File: config.mk
export PLATFORM = sky130hd
export DESIGN_NAME = sbd_sideband
export DESIGN_NICKNAME = d
export VERILOG_FILES = /design/src/rtl/sbd_pkg.sv /design/src/rtl/sbd_sideband.sv
export VERILOG_INCLUDE_DIRS = /design/src /design/src/rtl
export SDC_FILE = /design/constraint.sdc
export NUM_CORES = 1
export LEC_CHECK = 0
export ABC_AREA = 1
export BUFFER_PORTS_ARGS = -buffer_cell sky130_fd_sc_hd__buf_2
export CORE_MARGIN = 3
export CORE_UTILIZATION = 35
export CTS_BUF_LIST = sky130_fd_sc_hd__clkbuf_8
export CTS_CLUSTER_DIAMETER = 100
export DETAILED_ROUTE_END_ITERATION = 8
export GPL_ROUTABILITY_DRIVEN = 0
export PLACE_DENSITY = 0.49
export SLEW_MARGIN = 10
export SYNTH_ARGS = -nofsm -noshare
export SYNTH_HDL_FRONTEND = slang
export SYNTH_SLANG_ARGS = --single-unit
export TNS_END_PERCENT = 10
File: constraint.sdc
create_clock -name clk -period 3.45 [get_ports clk]
set_input_delay 0.69 -clock clk [delete_from_list [all_inputs] [get_ports clk]]
set_output_delay 0.69 -clock clk [all_outputs]
set_load 0.005 [all_outputs]
File: src/rtl/sbd_cfg.svh
// Constants of the sideband block: map, fields, resets, timing.
// Assumes a 100 MHz clock and a 32-bit Wishbone bus.
`ifndef SBD_CFG_SVH
`define SBD_CFG_SVH

// ****************************************************************
// Clock and timing
// ****************************************************************
`define SBD_CLK_MHZ        100
`define SBD_TICK_US        1000
`define SBD_TICK_CYCLES    (`SBD_TICK_US * `SBD_CLK_MHZ)
`define SBD_SLOW_PERIOD_MS 2000
`define SBD_SLOW_ON_PCT    20
`define SBD_FAST_PERIOD_MS 500
`define SBD_FAST_ON_PCT    50
`define SBD_STAGGER_MS     12000
`define SBD_MS_TO_TICKS(ms) (((ms) * 1000) / `SBD_TICK_US)
`define SBD_SETTLE_CYCLES  2'h3

// ****************************************************************
// Register map (byte addresses)
// ****************************************************************
`define SBD_REG_CTRL   8'h00
`define SBD_REG_STATUS 8'h04

// ****************************************************************
// Control fields
// ****************************************************************
`define SBD_CTRL_FAULT_CMD  0
`define SBD_CTRL_INT_FAIL   1
`define SBD_CTRL_SELFTEST   2
`define SBD_CTRL_CMD_ACTIVE 3
`define SBD_CTRL_FORMAT     4
`define SBD_CTRL_SPIN_LO    5
`define SBD_CTRL_SPIN_HI    6
`define SBD_CTRL_ESI_REQ    7
`define SBD_CTRL_START_CMD  8
`define SBD_CTRL_RESET      9'h000

// ****************************************************************
// Status fields
// ****************************************************************
`define SBD_STAT_SLOT_LO   0
`define SBD_STAT_SLOT_HI   6
`define SBD_STAT_SOFT      7
`define SBD_STAT_INVALID   8
`define SBD_STAT_MODE_LO   9
`define SBD_STAT_MODE_HI   10
`define SBD_STAT_SPIN_REQ  11
`define SBD_STAT_SKIP_LO   12
`define SBD_STAT_SKIP_HI   13
`define SBD_STAT_FAULT     14
`define SBD_STAT_ACTIVITY  15
`define SBD_STAT_LIVE_LO   16
`define SBD_STAT_LIVE_HI   22
`define SBD_STAT_CAPTURED  23

// ****************************************************************
// Slot codes and reset values
// ****************************************************************
`define SBD_SLOT_LAST_HARD 7'h7d
`define SBD_SLOT_NO_NODE   7'h7e
`define SBD_SLOT_SOFT      7'h7f
`define SBD_SLOT_MOD_MASK  7'h07
`define SBD_SKIP_RESET     2'h3

`endif

File: src/rtl/sbd_pkg.sv
// Types shared by the drive backplane sideband block.
// Needs none of the constants of sbd_cfg.svh; holds its own enum codes and widths.
package sbd_pkg;

	// Spindle state reported by the drive firmware
	typedef enum logic [1:0]
	{
		SPIN_STOPPED  = 2'h0,
		SPIN_ACCEL    = 2'h1,
		SPIN_AT_SPEED = 2'h2,
		SPIN_DECEL    = 2'h3
	} sbd_spindle_type;

	// Motor start strap decode, {second, first}
	typedef enum logic [1:0]
	{
		START_POWER_ON = 2'h0,
		START_STAGGER  = 2'h1,
		START_COMMAND  = 2'h2,
		START_NEVER    = 2'h3
	} sbd_start_mode_type;

	// Spin-up sequencer, one-hot
	typedef enum logic [4:0]
	{
		SEQ_CAPTURE  = 5'h01,
		SEQ_DELAY    = 5'h02,
		SEQ_WAIT_CMD = 5'h04,
		SEQ_RUN      = 5'h08,
		SEQ_NEVER    = 5'h10
	} sbd_seq_type;

	// Per-port loop events and failure levels from the link logic
	typedef struct packed
	{
		logic skip_prim;     // Loop port bypass sequence seen, pulse
		logic enable_prim;   // Loop port enable sequence seen, pulse
		logic wrap_fail;     // Wrap test failed, level
		logic rx_clk_lost;   // Receive clock lost, level
		logic tx_clk_lost;   // Transmit clock lost, level
		logic hw_err;        // Interface hardware error, level
	} sbd_loop_evt_type;

	// Wishbone classic request
	typedef struct packed
	{
		logic        cyc;
		logic        stb;
		logic        we;
		logic [3:0]  sel;
		logic [7:0]  adr;
		logic [31:0] dat;
	} sbd_wb_req_type;

endpackage

File: src/rtl/sbd_sideband.sv
// Drive backplane sideband logic: lamps, loop skip, straps, slot number.
// Assumes one clock, loop events on it; strap and slot pins are async.
//
// Function
// Failure lamp: both ports failed, internal failure or host command.
// Stopped, idle: activity lamp 20% on in 2 s.
// Stopped, command running: activity lamp on.
// At speed, idle: activity lamp on.
// At speed, command running: activity lamp off.
// Spinning up or down: activity lamp blinks 50% duty.
// Formatting: activity lamp inverts per cylinder change.
// Active-low skip output per port; low bypasses the drive.
// Skip indicator low while its skip output is active.
// Skip set by internal failure or loop port bypass sequence.
// Skipped port keeps its receiver running.
// Loop port enable sequence releases skip after self-test, no failure.
// Wrap failure, clock loss or hardware error force skip.
// Straps: both low power-on, second high command, both high never.
// Second low, first high: start after 12 s times slot modulo 8.
// Backplane holds motor start straps static.
// Backplane shows slot number while side channel high.
// Slot 00 to 7D valid addresses; 7E invalid.
// Slot 7F: soft address at loop initialisation.
// Backplane drives slot lines high and low; no pull-ups.
// Side channel low: services mode, support and mode discovered.
// Skip inputs pulled low through 1K at the switch.
// Side channel high by default, low only in services transfer.
// Slot lines sampled once after reset, then held.
// Format toggle and spindle blink beat steady lamp states.
//
// Chosen here: the Wishbone register port and the placing of the registers.
`timescale 1ns/10ps
`default_nettype none
`include "sbd_cfg.svh"

module sbd_sideband
#(
	parameter int TICK_CYCLES = `SBD_TICK_CYCLES
)
(
	// Clock and reset
	input  wire logic                             clk,
	input  wire logic                             rst_b,
	// Wishbone classic slave
	input  wire sbd_pkg::sbd_wb_req_type          wb_req,
	output logic [31:0]                           wb_dat_o,
	output logic                                  wb_ack_o,
	// Loop events, index 0 is port A
	input  wire sbd_pkg::sbd_loop_evt_type [1:0]  loop_evt,
	input  wire logic                             cylinder_step,
	// Backplane pins
	input  wire logic                             start_strap_1,
	input  wire logic                             start_strap_2,
	input  wire logic [6:0]                       slot_number,
	output logic                                  enclosure_side_channel_n,
	output logic                                  failure_lamp_n,
	output logic                                  activity_lamp_n,
	output logic                                  loop_skip_a_n,
	output logic                                  loop_skip_b_n,
	output logic                                  skip_indicator_a_n,
	output logic                                  skip_indicator_b_n,
	// Drive-side controls
	output logic [1:0]                            loop_rx_enable,
	output logic [1:0]                            loop_tx_enable,
	output logic                                  spin_up_req,
	output logic [6:0]                            hard_address,
	output logic                                  hard_address_valid,
	output logic                                  soft_address_req
);

	// ****************************************************************
	// Functions
	// ****************************************************************

	// Lamp on while the phase counter is inside the on fraction
	function automatic logic blink_on(input logic [31:0] phase, input logic [31:0] on_len);
		blink_on = (phase < on_len);
	endfunction

	// Next phase of a free-running period counter
	function automatic logic [31:0] phase_next(input logic [31:0] phase,
		input logic [31:0] period);
		phase_next = (phase >= period - 32'h1) ? 32'h0 : phase + 32'h1;
	endfunction

	localparam logic [31:0] SLOW_PERIOD = `SBD_MS_TO_TICKS(`SBD_SLOW_PERIOD_MS);
	localparam logic [31:0] SLOW_ON     = SLOW_PERIOD * `SBD_SLOW_ON_PCT / 100;
	localparam logic [31:0] FAST_PERIOD = `SBD_MS_TO_TICKS(`SBD_FAST_PERIOD_MS);
	localparam logic [31:0] FAST_ON     = FAST_PERIOD * `SBD_FAST_ON_PCT / 100;
	localparam logic [31:0] STAGGER     = `SBD_MS_TO_TICKS(`SBD_STAGGER_MS);
	localparam logic [31:0] TICK_LAST   = TICK_CYCLES - 1;

	// ****************************************************************
	// Declarations
	// ****************************************************************
	logic [8:0]                     ctrl_q;
	logic                           start_cmd_q;
	logic                           ack_q;
	logic [31:0]                    dat_q;
	logic [8:0]                     pin_meta_q;
	logic [8:0]                     pin_sync_q;
	logic [1:0]                     settle_q;
	logic [6:0]                     slot_q;
	logic                           captured_q;
	sbd_pkg::sbd_start_mode_type    mode_q;
	sbd_pkg::sbd_seq_type           seq_q;
	logic [31:0]                    tick_cnt_q;
	logic                           tick;
	logic [31:0]                    slow_q;
	logic [31:0]                    fast_q;
	logic [31:0]                    delay_q;
	logic [31:0]                    delay_target;
	logic [1:0]                     skip_q;
	logic [1:0]                     port_fault_q;
	logic                           fault_on_q;
	logic                           act_on_q;
	logic                           act_on_d;
	logic                           wr_en;
	logic                           rd_en;
	logic [31:0]                    status;
	sbd_pkg::sbd_spindle_type       spindle;

	assign spindle = sbd_pkg::sbd_spindle_type'(ctrl_q[`SBD_CTRL_SPIN_HI:`SBD_CTRL_SPIN_LO]);

	// ****************************************************************
	// Wishbone slave
	// ****************************************************************

	// Answer one cycle after the strobe, drop ack the cycle after
	assign wr_en = wb_req.cyc & wb_req.stb & ~ack_q & wb_req.we;
	assign rd_en = wb_req.cyc & wb_req.stb & ~ack_q & ~wb_req.we;

	always_ff @(posedge clk or negedge rst_b)
	begin
		if (!rst_b)
			ack_q <= 1'b0;
		else
			ack_q <= wb_req.cyc & wb_req.stb & ~ack_q;
	end

	// Control register; unmapped writes are acked and dropped
	always_ff @(posedge clk or negedge rst_b)
	begin
		if (!rst_b)
			ctrl_q <= `SBD_CTRL_RESET;
		else if (wr_en && wb_req.adr == `SBD_REG_CTRL)
		begin
			if (wb_req.sel[0])
				ctrl_q[7:0] <= wb_req.dat[7:0];
			if (wb_req.sel[1])
				ctrl_q[8] <= 1'b0; // Start bit is write-one, never stored here
		end
	end

	// Start command is sticky: once given the sequencer may run
	always_ff @(posedge clk or negedge rst_b)
	begin
		if (!rst_b)
			start_cmd_q <= 1'b0;
		else if (wr_en && wb_req.adr == `SBD_REG_CTRL && wb_req.sel[1] &&
			wb_req.dat[`SBD_CTRL_START_CMD])
			start_cmd_q <= 1'b1;
	end

	// Status word gathers the block's own state
	always_comb
	begin
		status = 32'h0;
		status[`SBD_STAT_SLOT_HI:`SBD_STAT_SLOT_LO] = slot_q;
		status[`SBD_STAT_SOFT] = soft_address_req;
		status[`SBD_STAT_INVALID] = (slot_q == `SBD_SLOT_NO_NODE);
		status[`SBD_STAT_MODE_HI:`SBD_STAT_MODE_LO] = mode_q;
		status[`SBD_STAT_SPIN_REQ] = spin_up_req;
		status[`SBD_STAT_SKIP_HI:`SBD_STAT_SKIP_LO] = skip_q;
		status[`SBD_STAT_FAULT] = fault_on_q;
		status[`SBD_STAT_ACTIVITY] = act_on_q;
		status[`SBD_STAT_LIVE_HI:`SBD_STAT_LIVE_LO] = pin_sync_q[6:0];
		status[`SBD_STAT_CAPTURED] = captured_q;
	end

	// Read data registered with the ack; unmapped reads return zero
	always_ff @(posedge clk or negedge rst_b)
	begin
		if (!rst_b)
			dat_q <= 32'h0;
		else if (rd_en)
		begin
			case (wb_req.adr)
				`SBD_REG_CTRL:   dat_q <= {23'h0, start_cmd_q, ctrl_q[7:0]};
				`SBD_REG_STATUS: dat_q <= status;
				default:         dat_q <= 32'h0;
			endcase
		end
	end

	assign wb_ack_o = ack_q;
	assign wb_dat_o = dat_q;

	// ****************************************************************
	// Pin synchronisers and slot capture
	// ****************************************************************

	// Straps and slot lines are async; first stage feeds only the second
	always_ff @(posedge clk or negedge rst_b)
	begin
		if (!rst_b)
		begin
			pin_meta_q <= 9'h0;
			pin_sync_q <= 9'h0;
		end
		else
		begin
			pin_meta_q <= {start_strap_2, start_strap_1, slot_number};
			pin_sync_q <= pin_meta_q;
		end
	end

	// Wait for the synchronisers to fill, then take one sample
	always_ff @(posedge clk or negedge rst_b)
	begin
		if (!rst_b)
			settle_q <= 2'h0;
		else if (settle_q != `SBD_SETTLE_CYCLES)
			settle_q <= settle_q + 2'h1;
	end

	// Slot number and straps held from the single sample onward
	always_ff @(posedge clk or negedge rst_b)
	begin
		if (!rst_b)
		begin
			slot_q     <= 7'h0;
			mode_q     <= sbd_pkg::START_NEVER;
			captured_q <= 1'b0;
		end
		else if (!captured_q && settle_q == `SBD_SETTLE_CYCLES && enclosure_side_channel_n)
		begin
			slot_q     <= pin_sync_q[6:0];
			mode_q     <= sbd_pkg::sbd_start_mode_type'(pin_sync_q[8:7]);
			captured_q <= 1'b1;
		end
	end

	// Address selection from the held slot number
	always_ff @(posedge clk or negedge rst_b)
	begin
		if (!rst_b)
		begin
			hard_address       <= 7'h0;
			hard_address_valid <= 1'b0;
			soft_address_req   <= 1'b0;
		end
		else
		begin
			hard_address       <= slot_q;
			hard_address_valid <= captured_q && slot_q <= `SBD_SLOT_LAST_HARD;
			soft_address_req   <= captured_q && slot_q == `SBD_SLOT_SOFT;
		end
	end

	// Side channel stays high except while firmware runs a transfer
	always_ff @(posedge clk or negedge rst_b)
	begin
		if (!rst_b)
			enclosure_side_channel_n <= 1'b1;
		else
			enclosure_side_channel_n <= ~(ctrl_q[`SBD_CTRL_ESI_REQ] & captured_q);
	end

	// ****************************************************************
	// Millisecond tick and blink phases
	// ****************************************************************

	// One-cycle enable every millisecond keeps long counts narrow
	always_ff @(posedge clk or negedge rst_b)
	begin
		if (!rst_b)
			tick_cnt_q <= 32'h0;
		else if (tick)
			tick_cnt_q <= 32'h0;
		else
			tick_cnt_q <= tick_cnt_q + 32'h1;
	end

	assign tick = (tick_cnt_q >= TICK_LAST);

	// Two free-running phases; lamp picks one depending on spindle state
	always_ff @(posedge clk or negedge rst_b)
	begin
		if (!rst_b)
		begin
			slow_q <= 32'h0;
			fast_q <= 32'h0;
		end
		else if (tick)
		begin
			slow_q <= phase_next(slow_q, SLOW_PERIOD);
			fast_q <= phase_next(fast_q, FAST_PERIOD);
		end
	end

	// ****************************************************************
	// Spin-up sequencer
	// ****************************************************************

	// Stagger delay in ticks; slot modulo 8 keeps it at most 84 s
	assign delay_target = STAGGER * {29'h0, slot_q[2:0] & 3'(`SBD_SLOT_MOD_MASK)};

	always_ff @(posedge clk or negedge rst_b)
	begin
		if (!rst_b)
			delay_q <= 32'h0;
		else if (seq_q == sbd_pkg::SEQ_DELAY && tick)
			delay_q <= delay_q + 32'h1;
	end

	// Sequencer follows the strap mode captured after reset
	always_ff @(posedge clk or negedge rst_b)
	begin
		if (!rst_b)
			seq_q <= sbd_pkg::SEQ_CAPTURE;
		else
		begin
			case (seq_q)
				sbd_pkg::SEQ_CAPTURE:
				begin
					if (captured_q)
					begin
						case (mode_q)
							sbd_pkg::START_POWER_ON: seq_q <= sbd_pkg::SEQ_RUN;
							sbd_pkg::START_STAGGER:  seq_q <= sbd_pkg::SEQ_DELAY;
							sbd_pkg::START_COMMAND:  seq_q <= sbd_pkg::SEQ_WAIT_CMD;
							default:                 seq_q <= sbd_pkg::SEQ_NEVER;
						endcase
					end
				end
				sbd_pkg::SEQ_DELAY:
				begin
					if (delay_q >= delay_target)
						seq_q <= sbd_pkg::SEQ_RUN;
				end
				sbd_pkg::SEQ_WAIT_CMD:
				begin
					if (start_cmd_q)
						seq_q <= sbd_pkg::SEQ_RUN;
				end
				sbd_pkg::SEQ_RUN:   seq_q <= sbd_pkg::SEQ_RUN;
				sbd_pkg::SEQ_NEVER: seq_q <= sbd_pkg::SEQ_NEVER;
				default:            seq_q <= sbd_pkg::SEQ_CAPTURE;
			endcase
		end
	end

	always_ff @(posedge clk or negedge rst_b)
	begin
		if (!rst_b)
			spin_up_req <= 1'b0;
		else
			spin_up_req <= (seq_q == sbd_pkg::SEQ_RUN);
	end

	// ****************************************************************
	// Loop skip control
	// ****************************************************************

	// Skip starts active: self-test has not finished at reset
	always_ff @(posedge clk or negedge rst_b)
	begin
		if (!rst_b)
		begin
			skip_q       <= `SBD_SKIP_RESET;
			port_fault_q <= 2'h0;
		end
		else
		begin
			for (int p = 0; p < 2; p++)
			begin
				// Set wins over release in the same cycle
				if (ctrl_q[`SBD_CTRL_INT_FAIL] || loop_evt[p].wrap_fail ||
					loop_evt[p].rx_clk_lost || loop_evt[p].tx_clk_lost ||
					loop_evt[p].hw_err || loop_evt[p].skip_prim)
					skip_q[p] <= 1'b1;
				else if (loop_evt[p].enable_prim && ctrl_q[`SBD_CTRL_SELFTEST])
					skip_q[p] <= 1'b0;
				// Port failure memory for the failure lamp
				if (loop_evt[p].wrap_fail || loop_evt[p].rx_clk_lost ||
					loop_evt[p].tx_clk_lost || loop_evt[p].hw_err)
					port_fault_q[p] <= 1'b1;
				else if (loop_evt[p].enable_prim && ctrl_q[`SBD_CTRL_SELFTEST])
					port_fault_q[p] <= 1'b0;
			end
		end
	end

	// Receivers never gated by skip so enable sequences still arrive
	always_ff @(posedge clk or negedge rst_b)
	begin
		if (!rst_b)
		begin
			loop_rx_enable <= 2'h0;
			loop_tx_enable <= 2'h0;
		end
		else
		begin
			loop_rx_enable <= 2'h3;
			loop_tx_enable <= ~skip_q;
		end
	end

	assign loop_skip_a_n      = ~skip_q[0];
	assign loop_skip_b_n      = ~skip_q[1];
	assign skip_indicator_a_n = ~skip_q[0];
	assign skip_indicator_b_n = ~skip_q[1];

	// ****************************************************************
	// Lamps
	// ****************************************************************

	// Failure lamp sinks current on host command, internal failure or both ports failed
	always_ff @(posedge clk or negedge rst_b)
	begin
		if (!rst_b)
			fault_on_q <= 1'b0;
		else
			fault_on_q <= ctrl_q[`SBD_CTRL_FAULT_CMD] | ctrl_q[`SBD_CTRL_INT_FAIL] |
				(&port_fault_q);
	end

	assign failure_lamp_n = ~fault_on_q;

	// Activity lamp; format toggling first, then spindle motion, then steady
	always_comb
	begin
		act_on_d = act_on_q;
		if (ctrl_q[`SBD_CTRL_FORMAT])
		begin
			if (cylinder_step)
				act_on_d = ~act_on_q;
		end
		else
		begin
			case (spindle)
				sbd_pkg::SPIN_ACCEL,
				sbd_pkg::SPIN_DECEL:
					act_on_d = blink_on(fast_q, FAST_ON);
				sbd_pkg::SPIN_STOPPED:
					if (ctrl_q[`SBD_CTRL_CMD_ACTIVE])
						act_on_d = 1'b1;
					else
						act_on_d = blink_on(slow_q, SLOW_ON);
				sbd_pkg::SPIN_AT_SPEED:
					act_on_d = ~ctrl_q[`SBD_CTRL_CMD_ACTIVE];
				default:
					act_on_d = 1'b0;
			endcase
		end
	end

	always_ff @(posedge clk or negedge rst_b)
	begin
		if (!rst_b)
			act_on_q <= 1'b0;
		else
			act_on_q <= act_on_d;
	end

	assign activity_lamp_n = ~act_on_q;

endmodule
`default_nettype wire

==> results_dict.tcl <==
set metrics [dict create \
    outcome "finished clean" \
    wirelength_mm 24.4 \
    wl_met2_mm 11.3 \
    synth_warnings 0 \
    die_w_um 181 \
    p_sw_mw 1.56 \
    start_kind "flop" \
    n_antenna_cell 0 \
    ios 125 \
    grtUsageTotal_pct 14.9 \
    crit_type "reg -> reg" \
    synthesis.area_um2 10800 \
    cts.clk_slew.worst_paths_ns 0.06 \
    p_clk_share_pct 41.6 \
    route.met3.wl_um 955 \
    die_height_um 181 \
    ctsResizeCount 0 \
    grt_pass1_wl_mm 41.2 \
    hp-class "in -> async" \
    layout_min_cycle_time_ns 3.14 \
    crit_fanout 5 \
    power_density_nw_per_um2 460 \
    required_ns 3.86 \
    seq_power_share_pct 48.8 \
    combPwrFrac_pct 9.6 \
    synthCells 1251 \
    grt_antenna_before_repair 0 \
    ys_ff_latch 217 \
    synth_top_cells_by_area "dfrtp_1, nand2_1, inv_1" \
    syn_area_per_cell_um2 8.61 \
    cts_hold_buf 0 \
    worst_slew_pin_slew_ns 0.845 \
    dieArea_um2 32900 \
    synth_top_cell_area_share_pct 49.0 \
    fmax_mhz 318 \
    highest_layer "met4" \
    ir_drop_uv 305 \
    cts-root-buf "clkbuf_8" \
    yosys.area.top_type "dfrtp_1" \
    drv_cap 0 \
    cts_buffers 41 \
    finalSetupTns_ns 0 \
    slew_viol_final 0 \
    synthFlopType "dfrtp_1" \
    drive_gt1_share_pct 16.0 \
    async_reset_ff_share_pct 100 \
    ant_nets 0 \
    slew_headroom_pct 43.6 \
    synth.distinct_cells 54 \
    finalSetupViolCount 0 \
    area_growth_pct 15.8 \
    grt_setup_unrepaired "false" \
    cts_buffer_depth 3 \
    synth_edf_count 0 \
    post_cts_buffers 0 \
    fin_crit_sh_pct 91.1 \
    p_int_mw 4.17 \
    power.static_leakage_nw 6.19 \
    met1_length_mm 11.7 \
    core_um2 30000 \
    cts_tree "yes" \
    cts_sinks 217 \
    p_total_mw 5.74 \
    route.detailed.drc 0 \
    routed_via_density 4.63 \
    wl_per_cell_um 13.5 \
    worstPathArrival_ns 3.55 \
    h-tree-depth 2 \
    drtPass1Iterations 5 \
    num_rows 63 \
    skew_ns 0.0257 \
    clk_latency_ns 0.54 \
    endpoint_kind "flop" \
    grt_pass1_vias 8376 \
    vias 8368 \
    grt_overflow 0 \
    ys_seq_area_share_pct 50.5 \
    nets 1488 \
    drt_iter0_markers 474 \
    fin_area_um2 12500 \
    place.detailed.hpwl_mm 17.4 \
    switching_share_pct 27.3 \
    place_area_um2 11700 \
    start_util_pct 35.9 \
    portBuffers 91 \
    grt_max_degree 104 \
    final_hold_viol_count 0 \
]
[stage by stage]
step	setup slack (ns)	hold WS, ns	instances	utilization [%]
after floorplan	0.473	0.331	1273	-
after global placement	0.276	0.332	1732	39.0
after detailed placement	0.266	0.335	1732	39.0
after CTS	0.222	0.205	1806	41.6
after global routing	0.0546	0.216	1806	41.6
final	0.307	0.165	1806	41.6
[layout make-up]
class                   count  area [um2]
repair buffers             98         556
fillers                  3090       17500
clock inverters            25         113
well taps                 390         488
inverters                 190         716
flip-flops and latches    217        5440
clock buffers              49         674
multi-input cells         837        4490
[worst paths after layout]
| path | cells past startpoint | start | slack (ns) | end |
|---|---|---|---|---|
| worst max-delay path | 19 | slot_q[1] | 0.31 | seq_q[3] |
| worst min-delay path | 1 | rst_b | 0.17 | tick_cnt_q[3] |
| worst max register to register | 19 | slot_q[1] | 0.31 | seq_q[3] |
| worst min register to register | 0 | pin_meta_q[8] | 0.34 | pin_sync_q[8] |
| max in group asynchronous | 2 | rst_b | 2.54 | wb_dat_o[10] |
| min in group clk | 1 | slot_number[1] | 0.25 | pin_meta_q[1] |
[cells in the final DEF, fill, tap and decap left out, drive strengths merged, types with 6 or more instances in the layout]
master	synthesis	routed
nand2	239	239
dfrtp	211	211
inv	190	210
nor2	174	174
buf	26	98
o21ai	64	64
a21oi	62	62
nand3	54	54
clkbuf	3	49
nor3	41	41
nand4	39	39
xor2	36	36
ha	29	29
conb	2	24
o211ai	10	10
mux2	9	9
nor4	9	9
or2	7	7
a31oi	6	6
dfstp	6	6
[layer usage]
| layer | vias to the layer above | GRT usage [%] |
|---|---|---|
| li1 | 4282 | - |
| met1 | 3906 | 20.5 |
| met2 | 137 | 24.0 |
| met3 | 43 | 2.84 |
| met4 | 0 | 4.24 |
| met5 | - | 0 |
[worst max-delay path: stages (launching register included)]
cell	delay (ns)
dfrtp_2	0.44
fa_1	0.54
ha_1	0.20
inv_1	0.07
fa_2	0.37
nor2_1	0.12
a21oi_1	0.08
xor2_1	0.15
ha_1	0.29
nand2_1	0.07
inv_1	0.03
nor2_1	0.09
o21a_1	0.12
nand2_1	0.07
nand2_1	0.06
nand2_1	0.05
nand2_1	0.05
nand2_1	0.08
nand2_1	0.09
nor2_1	0.04
[cell families (layout without fill, tap and decap cells)]
kind of cell	after synthesis	count (layout)	share of synthesized area, %
flip-flops	217	217	50.5
buffers and inverters	219	362	8.61
multiplexers	9	9	0.941
other	2	24	0.0698
adder cells (fa/ha/maj)	32	32	3.93
AO/OA/AOI/OAI	157	157	8.45
XOR/XNOR	39	39	3.17
AND/OR/NAND/NOR	576	576	24.3
[flip-flops by register name, indices dropped and copies added (netlist names), 2 cells and up]
register	cells
ctrl_q	8
port_fault_q	2
settle_q	2
fast_q	32
slow_q	32
pin_sync_q	9
loop_tx_enable	2
mode_q	2
skip_q	2
hard_address	7
delay_q	32
slot_q	7
tick_cnt_q	32
seq_q	5
pin_meta_q	9
wb_dat_o	24
[cells in the mapped netlist (2+ instances only)]
cell        n
o31ai_1     2
nand4_2     2
o21a_1      2
nand3_1    52
o21ai_1    10
nor2_1    159
conb_1      2
nand2_4     3
buf_4      13
or2_1       2
a31oi_1     6
o21ai_0    54
or2_2       5
inv_1     184
dfstp_2     6
clkbuf_1    3
nor3_1     37
nand2_2     4
buf_2       7
o21bai_1    2
nand2_1   231
nor2_2     12
nand3b_1    3
inv_2       5
and2_1      3
xnor2_1     3
nor4_1      9
nor2_4      2
ha_1       29
o211ai_1   10
fa_1        3
mux2_2      9
a211oi_1    3
a21oi_2    12
buf_6       6
dfrtp_1   211
nand4_1    37
xor2_1     36
nand3_2     2
nor3_2      4
a21oi_1    50
nor3b_1     4
[power groups by stage]
stage                     Clock [mW]  Combinational [mW]  Sequential [mW]
after floorplan                    0               0.388             2.82
after global placement             0               0.556             2.84
after detailed placement           0               0.563             2.84
after CTS                       2.50               0.565             2.80
after global routing            2.61               0.651             2.82
final                           2.39               0.553             2.80
No activity file was read; power rests on OpenSTA's default activity.
